`config.mk`:
```
export PLATFORM = sky130hd
export DESIGN_NAME = epp_ctrl
export DESIGN_NICKNAME = d
export VERILOG_FILES = /design/src/pkg/epp_pkg.sv /design/src/core/epp_ctrl.sv
export SDC_FILE = /design/constraint.sdc
export NUM_CORES = 1
export LEC_CHECK = 0
export BUFFER_PORTS_ARGS = -buffer_cell sky130_fd_sc_hd__buf_2
export CAP_MARGIN = 40
export CORE_MARGIN = 8
export CORE_UTILIZATION = 50
export CTS_BUF_LIST = sky130_fd_sc_hd__clkbuf_8
export DETAILED_ROUTE_END_ITERATION = 12
export HOLD_SLACK_MARGIN = 0.15
export PLACE_DENSITY = 0.79
export SLEW_MARGIN = 30
export SYNTH_ARGS = -nofsm -noshare
export SYNTH_HDL_FRONTEND = slang
export SYNTH_SLANG_ARGS = --single-unit
```
`constraint.sdc`:
```
create_clock -name clk -period 6.25 [get_ports clk]
set_input_delay 0.3125 -clock clk [delete_from_list [all_inputs] [get_ports clk]]
set_output_delay 0.3125 -clock clk [all_outputs]
set_load 0.03 [all_outputs]
```
`src/pkg/epp_pkg.sv`:
```
package epp_pkg;

  // Register offsets on the software bus.
  localparam logic [11:0] EPP_CTRL_OFF   = 12'h000;
  localparam logic [11:0] EPP_ADDR_OFF   = 12'h004;
  localparam logic [11:0] EPP_WDATA_OFF  = 12'h008;
  localparam logic [11:0] EPP_STATUS_OFF = 12'h00C;
  localparam logic [11:0] EPP_RDATA_OFF  = 12'h010;

  // Control register fields.
  localparam int EPP_CTRL_GO_BIT    = 0;
  localparam int EPP_CTRL_OP_LSB    = 1;
  localparam int EPP_CTRL_WIDE_BIT  = 4;
  localparam int EPP_CTRL_QUICK_BIT = 5;
  localparam int EPP_CTRL_STROBE_BIT = 6;

  // Status register fields.
  localparam int EPP_ST_BUSY_BIT = 0;
  localparam int EPP_ST_DONE_BIT = 1;
  localparam int EPP_ST_ERR_BIT  = 2;

  // Operation codes written to the control register.
  localparam logic [2:0] EPP_OP_CODE  = 3'h0;
  localparam logic [2:0] EPP_OP_VERIFY = 3'h1;
  localparam logic [2:0] EPP_OP_ENC   = 3'h2;
  localparam logic [2:0] EPP_OP_LOCK1 = 3'h3;
  localparam logic [2:0] EPP_OP_LOCK2 = 3'h4;
  localparam logic [2:0] EPP_OP_SIG   = 3'h5;

  // Timing, in ns, us or ms as each name says, and the derived cycle counts at 200 MHz.
  localparam int EPP_CLK_NS       = 5;
  localparam int EPP_OSC_NS       = 250;
  localparam int EPP_OSC_PERIODS  = 48;
  localparam int EPP_SETUP_CYC    =
    (EPP_OSC_PERIODS * EPP_OSC_NS + EPP_CLK_NS - 1) / EPP_CLK_NS;
  localparam int EPP_VPP_US       = 10;
  localparam int EPP_VPP_CYC      =
    (EPP_VPP_US * 1000 + EPP_CLK_NS - 1) / EPP_CLK_NS;
  localparam int EPP_SLOW_MS      = 50;
  localparam int EPP_SLOW_CYC     = EPP_SLOW_MS * 1000000 / EPP_CLK_NS;
  localparam int EPP_QUICK_US     = 100;
  localparam int EPP_QUICK_CYC    = EPP_QUICK_US * 1000 / EPP_CLK_NS;
  localparam int EPP_QUICK_PULSES = 25;
  localparam int EPP_OSC_DIV      = EPP_OSC_NS / EPP_CLK_NS / 2;

  // Pin bundle towards the device.
  typedef struct packed {
    logic        rst;
    logic        program_fetch_strobe;
    logic        address_latch_program_pulse;
    logic        vpp_raise;
    logic [7:0]  port1;
    logic [4:0]  port2_addr;
    logic        port2_b6;
    logic        port2_b7;
    logic        port3_b6;
    logic        port3_b7;
  } epp_pins_t;

endpackage : epp_pkg

```
`src/core/epp_ctrl.sv`:
```
// Added by the designer: the APB interface to the registers and the register offsets.
`timescale 1ns/1ps
// Operation
// - Keep device oscillator running at 4 MHz.
// - 4K: address on P1 and P2[3:0].
// - 4K program levels: P2.7 high, P2.6 low.
// - 4K program strobe low for 50 ms.
// - Raise programming voltage only around pulse.
// - Voltage 10 us before and after strobe.
// - Address and data stable 48 periods around.
// - Enable high 48 periods before voltage.
// - Port 0 needs pull-ups during verify.
// - Verify data valid within 48 periods.
// - Protection set holds P2.6 high.
// - 8K: address on P1 and P2[4:0].
// - 8K levels use P3.6 and P3.7.
// - Encryption table: P3.6 low, addresses 0-1FH.
// - Lock bits: P2.6 high, P3 pair selects.
// - Quick algorithm: 25 pulses of 100 us.
// - Voltage back to logic high before verify.
// - Verify whole array after programming.
// - Signature at 030H and 031H, P3 low.
module epp_ctrl
  import epp_pkg::*;
#(
  parameter int SLOW_CYC  = EPP_SLOW_CYC,
  parameter int QUICK_CYC = EPP_QUICK_CYC,
  parameter int VPP_CYC   = EPP_VPP_CYC,
  parameter int SETUP_CYC = EPP_SETUP_CYC
) (
  input  wire logic        clk,
  input  wire logic        rst_b,
  input  wire logic        psel,
  input  wire logic        penable,
  input  wire logic        pwrite,
  input  wire logic [11:0] paddr,
  input  wire logic [31:0] pwdata,
  output logic      [31:0] prdata,
  output logic             pready,
  output logic             pslverr,
  output logic             osc_out,
  output epp_pins_t        pins,
  input  wire logic [7:0]  port0_in,
  output logic      [7:0]  port0_out,
  output logic      [7:0]  port0_oe,
  output logic             port0_pullup_en
);

  typedef enum logic [6:0] {
    S_IDLE  = 7'b0000001,
    S_SETUP = 7'b0000010,
    S_VPPON = 7'b0000100,
    S_PULSE = 7'b0001000,
    S_VPPOF = 7'b0010000,
    S_HOLD  = 7'b0100000,
    S_READ  = 7'b1000000
  } epp_state_t;

  epp_state_t  st_q, st_d;
  logic [31:0] cnt_q, cnt_d;
  logic [4:0]  pulses_q, pulses_d;
  logic [2:0]  op_q, op_d;
  logic        wide_q, wide_d;
  logic        quick_q, quick_d;
  logic        strobe_q, strobe_d;
  logic [12:0] addr_q, addr_d;
  logic [7:0]  wdata_q, wdata_d;
  logic [7:0]  rdata_q, rdata_d;
  logic        done_q, done_d;
  logic        err_q, err_d;
  logic [5:0]  div_q, div_d;
  logic        osc_q, osc_d;
  logic        wr_en;
  logic        busy;
  logic        is_program_strobe;
  logic        op_ok;

  // Software writes and reads complete in the access phase with no wait.
  assign pready  = 1'b1;
  assign pslverr = 1'b0;
  assign wr_en   = psel && penable && pwrite;
  assign busy    = (st_q != S_IDLE);
  assign is_program_strobe = (op_q != EPP_OP_VERIFY) && (op_q != EPP_OP_SIG);
  // Encryption table only exists in the wide part, with 32 entries.
  assign op_ok = (op_q <= EPP_OP_SIG) &&
                 !((op_q == EPP_OP_ENC) && (!wide_q ||
                   addr_q[12:5] != 8'h00)) &&
                 !((op_q >= EPP_OP_ENC) && !wide_q &&
                   op_q != EPP_OP_LOCK1);

  // Read mux for the software bus.
  always_comb begin
    prdata = 32'h0000_0000;
    unique case (paddr)
      EPP_CTRL_OFF:   prdata = {25'h0, strobe_q, quick_q, wide_q, op_q, 1'b0};
      EPP_ADDR_OFF:   prdata = {19'h0, addr_q};
      EPP_WDATA_OFF:  prdata = {24'h0, wdata_q};
      EPP_STATUS_OFF: prdata = {29'h0, err_q, done_q, busy};
      EPP_RDATA_OFF:  prdata = {24'h0, rdata_q};
      default:        prdata = 32'h0000_0000;
    endcase
  end

  // Free-running device oscillator, 4 MHz from the 200 MHz clock.
  always_comb begin
    div_d = div_q + 6'h01;
    osc_d = osc_q;
    if (div_q == 6'(EPP_OSC_DIV - 1)) begin
      div_d = 6'h00;
      osc_d = !osc_q;
    end
  end

  always_ff @(posedge clk or negedge rst_b) begin
    if (!rst_b) begin
      div_q <= 6'h00;
      osc_q <= 1'b0;
    end else begin
      div_q <= div_d;
      osc_q <= osc_d;
    end
  end

  assign osc_out = osc_q;

  // Sequencer for program, lock and verify cycles.
  always_comb begin
    st_d     = st_q;
    cnt_d    = cnt_q;
    pulses_d = pulses_q;
    op_d     = op_q;
    wide_d   = wide_q;
    quick_d  = quick_q;
    strobe_d = strobe_q;
    addr_d   = addr_q;
    wdata_d  = wdata_q;
    rdata_d  = rdata_q;
    done_d   = done_q;
    err_d    = err_q;
    if (wr_en && !busy) begin
      if (paddr == EPP_ADDR_OFF) addr_d = pwdata[12:0];
      if (paddr == EPP_WDATA_OFF) wdata_d = pwdata[7:0];
    end
    if (wr_en && paddr == EPP_STATUS_OFF) begin
      done_d = done_q && !pwdata[EPP_ST_DONE_BIT];
      err_d  = err_q && !pwdata[EPP_ST_ERR_BIT];
    end
    unique case (st_q)
      S_IDLE: begin
        if (wr_en && paddr == EPP_CTRL_OFF && pwdata[EPP_CTRL_GO_BIT]) begin
          op_d     = pwdata[EPP_CTRL_OP_LSB +: 3];
          wide_d   = pwdata[EPP_CTRL_WIDE_BIT];
          quick_d  = pwdata[EPP_CTRL_QUICK_BIT];
          strobe_d = pwdata[EPP_CTRL_STROBE_BIT];
          cnt_d    = 32'h0000_0000;
          done_d   = 1'b0;
          st_d     = S_SETUP;
        end
      end
      S_SETUP: begin
        if (!op_ok) begin
          err_d = 1'b1;
          done_d = 1'b1;
          st_d = S_IDLE;
        end else if (cnt_q >= 32'(SETUP_CYC)) begin
          cnt_d = 32'h0000_0000;
          pulses_d = 5'h00;
          st_d = is_program_strobe ? S_VPPON : S_READ;
        end else begin
          cnt_d = cnt_q + 32'h0000_0001;
        end
      end
      S_VPPON: begin
        cnt_d = cnt_q + 32'h0000_0001;
        if (cnt_q >= 32'(VPP_CYC)) begin
          cnt_d = 32'h0000_0000;
          st_d = S_PULSE;
        end
      end
      S_PULSE: begin
        cnt_d = cnt_q + 32'h0000_0001;
        if (cnt_q >= 32'(quick_q ? QUICK_CYC : SLOW_CYC) - 1) begin
          cnt_d = 32'h0000_0000;
          pulses_d = pulses_q + 5'h01;
          st_d = S_VPPOF;
        end
      end
      S_VPPOF: begin
        cnt_d = cnt_q + 32'h0000_0001;
        if (cnt_q >= 32'(VPP_CYC)) begin
          cnt_d = 32'h0000_0000;
          // Each repeat goes back through the voltage setup time.
          if (quick_q && pulses_q < 5'(EPP_QUICK_PULSES))
            st_d = S_VPPON;
          else
            st_d = S_HOLD;
        end
      end
      S_HOLD: begin
        cnt_d = cnt_q + 32'h0000_0001;
        if (cnt_q >= 32'(SETUP_CYC)) begin
          done_d = 1'b1;
          st_d = S_IDLE;
        end
      end
      // Any address may be read back, so software can sweep the array.
      S_READ: begin
        cnt_d = cnt_q + 32'h0000_0001;
        if (cnt_q >= 32'(SETUP_CYC)) begin
          rdata_d = port0_in;
          done_d = 1'b1;
          st_d = S_IDLE;
        end
      end
    endcase
  end

  always_ff @(posedge clk or negedge rst_b) begin
    if (!rst_b) begin
      st_q     <= S_IDLE;
      cnt_q    <= 32'h0000_0000;
      pulses_q <= 5'h00;
      op_q     <= EPP_OP_VERIFY;
      wide_q   <= 1'b0;
      quick_q  <= 1'b0;
      strobe_q <= 1'b0;
      addr_q   <= 13'h0000;
      wdata_q  <= 8'h00;
      rdata_q  <= 8'h00;
      done_q   <= 1'b0;
      err_q    <= 1'b0;
    end else begin
      st_q     <= st_d;
      cnt_q    <= cnt_d;
      pulses_q <= pulses_d;
      op_q     <= op_d;
      wide_q   <= wide_d;
      quick_q  <= quick_d;
      strobe_q <= strobe_d;
      addr_q   <= addr_d;
      wdata_q  <= wdata_d;
      rdata_q  <= rdata_d;
      done_q   <= done_d;
      err_q    <= err_d;
    end
  end

  // Mode pins follow the latched operation while a cycle runs.
  always_comb begin
    pins = '0;
    pins.address_latch_program_pulse = 1'b1;
    pins.port3_b6 = 1'b1;
    pins.port3_b7 = 1'b1;
    if (busy) begin
      pins.rst = 1'b1;
      pins.program_fetch_strobe = 1'b0;
      pins.port1 = addr_q[7:0];
      pins.port2_addr = wide_q ? addr_q[12:8] :
                        {1'b0, addr_q[11:8]};
      pins.port2_b7 = is_program_strobe;
      pins.port2_b6 = (op_q == EPP_OP_LOCK1) ||
                      (op_q == EPP_OP_LOCK2);
      if (is_program_strobe && st_q == S_READ) pins.port2_b7 = 1'b1;
      if (!is_program_strobe && strobe_q) pins.port2_b7 = (st_q != S_READ);
      pins.port3_b6 = (op_q == EPP_OP_CODE) ||
                      (op_q == EPP_OP_VERIFY) ||
                      (op_q == EPP_OP_LOCK1);
      pins.port3_b7 = (op_q != EPP_OP_LOCK2) &&
                      (op_q != EPP_OP_SIG);
      pins.vpp_raise = (st_q == S_VPPON) || (st_q == S_PULSE) ||
                       (st_q == S_VPPOF && cnt_q < 32'(VPP_CYC));
      pins.address_latch_program_pulse = (st_q != S_PULSE);
    end
  end

  // Data byte on port 0 while programming; released for reads.
  always_comb begin
    port0_out = wdata_q;
    port0_oe  = (busy && st_q != S_READ && is_program_strobe) ? 8'hFF : 8'h00;
    port0_pullup_en = 1'b1;
  end

  property p_pulse_len;
    @(posedge clk) disable iff (!rst_b)
    $fell(pins.address_latch_program_pulse) |->
      !pins.address_latch_program_pulse [*8];
  endproperty
  a_pulse_len: assert property (p_pulse_len)
    else $error("Program strobe too short.");

  property p_vpp_cover;
    @(posedge clk) disable iff (!rst_b)
    !pins.address_latch_program_pulse |-> pins.vpp_raise;
  endproperty
  a_vpp_cover: assert property (p_vpp_cover)
    else $error("Strobe low without programming voltage.");

  property p_vpp_enable;
    @(posedge clk) disable iff (!rst_b)
    pins.vpp_raise |-> pins.port2_b7 && pins.rst;
  endproperty
  a_vpp_enable: assert property (p_vpp_enable)
    else $error("Voltage raised without enable.");

  property p_read_novpp;
    @(posedge clk) disable iff (!rst_b)
    st_q == S_READ |-> !pins.vpp_raise && port0_oe == 8'h00;
  endproperty
  a_read_novpp: assert property (p_read_novpp)
    else $error("Verify with voltage raised or port driven.");

  property p_addr_stable;
    @(posedge clk) disable iff (!rst_b)
    busy && $past(busy) |-> $stable(pins.port1) && $stable(port0_out);
  endproperty
  a_addr_stable: assert property (p_addr_stable)
    else $error("Address or data changed mid cycle.");

  property p_reset_high;
    @(posedge clk) disable iff (!rst_b)
    busy |-> pins.rst && !pins.program_fetch_strobe;
  endproperty
  a_reset_high: assert property (p_reset_high)
    else $error("Mode pins wrong during cycle.");

  property p_lock_pins;
    @(posedge clk) disable iff (!rst_b)
    busy && op_q == EPP_OP_LOCK2 |-> pins.port2_b6 &&
      !pins.port3_b6 && !pins.port3_b7;
  endproperty
  a_lock_pins: assert property (p_lock_pins)
    else $error("Lock two pin levels wrong.");

  property p_bad_op;
    @(posedge clk) disable iff (!rst_b)
    st_q == S_SETUP && !op_ok |=> st_q == S_IDLE && err_q;
  endproperty
  a_bad_op: assert property (p_bad_op)
    else $error("Undefined mode not refused.");

  property p_vpp_setup;
    @(posedge clk) disable iff (!rst_b)
    $fell(pins.address_latch_program_pulse) |->
      $past(st_q) == S_VPPON;
  endproperty
  a_vpp_setup: assert property (p_vpp_setup)
    else $error("Strobe fell without voltage setup time.");

  property p_port0_release;
    @(posedge clk) disable iff (!rst_b)
    busy && !is_program_strobe |-> port0_oe == 8'h00;
  endproperty
  a_port0_release: assert property (p_port0_release)
    else $error("Port 0 driven during a read cycle.");

  property p_verify_levels;
    @(posedge clk) disable iff (!rst_b)
    st_q == S_READ |-> !pins.port2_b7 && !pins.port2_b6 &&
      pins.address_latch_program_pulse;
  endproperty
  a_verify_levels: assert property (p_verify_levels)
    else $error("Verify levels wrong during read.");

endmodule : epp_ctrl

```
==> results.yml <==
setup_path:
  cp_max_fo: 23
  crit_required_ns: 6.49
  slowest_delay_ns: 0.62
  path_class: "reg2reg"
  cp_cell_sequence: "nor3_2 > and4b_1 > inv_1 > a41o_2 > nand2_2 > nor4b_4 > buf_4 > o22ai_1"
  critPathTopFamily: "simple AND/OR/NAND/NOR gates"
  worstPathArrival_ns: 3.40
  critPathBufInv: 2
  endpoint_kind: "register"
  crit_path_top_delay_cell: "nor4b_4"
  crit_path_start_kind: "register"
placed_design:
  place_ws_ns: 2.96
  dp_hpwl_mm: 9.55
  portBuffers: 87
  gp_congestion: 0.904
  place_inst: 737
sta:
  fmax_ghz: 0.316
  post-route-period-util_pct: 50.6
  finalCriticalPeriod_ns: 3.16
  drv_slew: 0
  finalClockSkew_ns: 0.0111
  hold_viol: 0
  worst_slew_pin_slew_ns: 0.926
  setup_slack_ns: 3.09
  maxSlewHeadroom_pct: 37.8
  setup_tns_ns: 0
  setup_viol: 0
  rsz0062_at_grt: "false"
grt:
  grt_start_max_net_pins: 89
  antenna_found_initial: 0
  overflow: 0
  grt_pass1_wl_mm: 21.6
  grt_pass1_vias: 4343
  grt_util_all_layers_pct: 18.1
power_and_ir_drop:
  peakVddDrop_uv: 85.0
  p_comb_share_pct: 5.4
  p_int_uw: 740
  p_total_uw: 984
  powerDensity_mw_per_mm2: 166
  leakage_nw: 2.84
  pwr-share-clk_pct: 36.3
  switching_share_pct: 24.8
  pwr-share-seq_pct: 58.2
  p_sw_uw: 244
clocking:
  cts_made_buffers: 9
  post_cts_resize_count: 0
  root_buffer: "clkbuf_8"
  cts.sinks: 88
  clockBufferDepth: 2
  htreeDepth: 3
  cts_tree: "built"
  clk_pin_slew_ns: 0.09
  post-cts-setup-buffers: 0
  cts_hold_buf: 1
  clk_latency_ns: 0.37
logic_synthesis:
  dominantRegCellSynth: "dfrtp_1"
  ys_types: 67
  synth_edf_count: 0
  seq_area_frac_synth_pct: 41.5
  syn_area_mm2: 0.00532
  yosys_warnings: 0
  synth-seq-cells: 88
  synthCells: 546
  async_reset_ff_share_pct: 100
  synth_area_per_cell_um2: 9.73
detailed_routing:
  firstDrtPassIters: 5
  drt-wirelength-per-cell_um: 17.3
  route.vias.total: 4439
  drcViolationCount: 0
  routed_wl_mm: 13.0
  ant_nets: 0
  initialDrtViolationCount: 344
  viasPerCell: 5.88
job:
  drv_cap: 0
final_layout:
  area_delta_synth_final_pct: 11.2
  fin_nets: 685
  drive_above_1_share_pct: 26.5
  n_antenna_cell: 0
  postLayoutCoreUtil_pct: 57.3
  stdcell_count: 755
  seq_area_mm2: 0.00220
  multi_input_area_mm2: 0.00280
  fillers: 888
floorplanning:
  die_w_um: 119
  num_io_pins: 130
  die_area_mm2: 0.0142
  core_area_mm2: 0.0103
  fp.dieH_um: 119
  start_util_pct: 51.5
  num_rows: 37
outcome:
  status: "finished clean"
min_path:
  worstHoldPathType: "in2reg"
registers in the layout, indices dropped and copies added, names as in the netlist:
| register | flops |
|---|---|
| wide_q | 1 |
| st_q | 7 |
| err_q | 1 |
| op_q | 3 |
| pulses_q | 5 |
| port0_out | 8 |
| cnt_q | 32 |
| osc_out | 1 |
| addr_q | 13 |
| strobe_q | 1 |
| done_q | 1 |
| rdata_q | 8 |
| quick_q | 1 |
| div_q | 6 |
Yosys cell counts (all sizes together), types with 3 or more instances:
library cell   n  area share [%]
a211oi         4            0.56
a21oi         12             1.2
a222oi         5            0.94
a22o           4            0.66
and2          21             2.5
and3           7            0.82
and4           4            0.66
buf           37             5.1
clkbuf        18             1.3
dfrtp         86              40
ha            14             3.3
inv           17             1.2
mux2          39             8.3
mux2i          3            0.56
nand2         33             2.4
nand2b         3            0.35
nand3         28             2.6
nand3b         3            0.42
nand4         22             2.8
nor2          46             3.2
nor2b          6            0.71
nor3          19             1.9
nor3b          4            0.56
nor4          13             1.8
nor4b          4            0.94
o211ai         5            0.71
o21ai         17             1.6
or3            8            0.94
or4            4            0.71
xnor2         13             2.1
xor2          10             1.6
layout make-up:
class,count,share of cell area [%]
timing repair buffer,91,8.36
clock inverter,6,0.635
clock buffer,10,2.33
inverter,17,1.08
sequential,88,37.3
tap,136,2.88
multi-input combinational,407,47.4
power groups by stage:
stage	logic, mW	clock network, mW	registers, mW
after floorplan	0.0358	0	0.584
after global placement	0.0496	0	0.584
after detailed placement	0.0509	0	0.584
after CTS	0.0515	0.366	0.573
after global routing	0.0584	0.386	0.573
final	0.0534	0.357	0.573
metal layers:
metal	vias to the layer above	GRT usage [%]	wire length [um]
met4	0	8.06	266
met5	-	0	0
met2	169	29.6	6320
met3	20	3.97	893
li1	2065	-	-
met1	2185	22.7	5550
cell families after synthesis:
group | share of synthesized area (%)
AND/OR/NAND/NOR | 24.5
XOR/XNOR | 3.79
flip-flops | 41.5
other | 0.141
multiplexers | 9.68
buffers and inverters | 7.53
adder cells (fa/ha/maj) | 3.30
AO/OA/AOI/OAI | 9.60
worst paths after layout:
check                                         start  slack [ns]                     end  cells past startpoint
min in group asynchronous                     rst_b        0.42   cnt_q[18]$_DFFE_PN0P_                      2
worst max register to register  st_q[6]$_DFFE_PN0P_        3.09    cnt_q[3]$_DFFE_PN0P_                      8
worst max-delay path            st_q[6]$_DFFE_PN0P_        3.09    cnt_q[3]$_DFFE_PN0P_                      8
worst min-delay path                    port0_in[6]        0.17  rdata_q[6]$_DFFE_PN0P_                      2
worst min register to register   div_q[5]$_DFF_PN0_        0.47      div_q[5]$_DFF_PN0_                      1
max in group asynchronous                     rst_b        5.28   addr_q[7]$_DFFE_PN0P_                      3
layout by cell type, fill, tap and decap left out, types with 7 or more instances in the layout:
cell,instances
a21oi_1,11
and2_1,21
and3_1,7
buf_2,86
clkbuf_8,10
conb_1,23
dfrtp_1,86
ha_1,14
inv_1,18
mux2_2,39
nand2_1,32
nand3_1,28
nand4_1,20
nor2_1,46
nor3_1,18
nor4_1,12
o21ai_0,17
or3_1,8
xnor2_1,13
xor2_1,10
per-stage QoR:
step           instance area [um2]  hold WS, ns
5_1_grt                       5910        0.179
3_3_place_gp                  5680        0.458
3_5_place_dp                  5700        0.434
4_1_cts                       5880        0.162
2_1_floorplan                 5390       0.0169
6_report                      5910        0.171
Note: power is estimated with default switching activity, not from simulation.
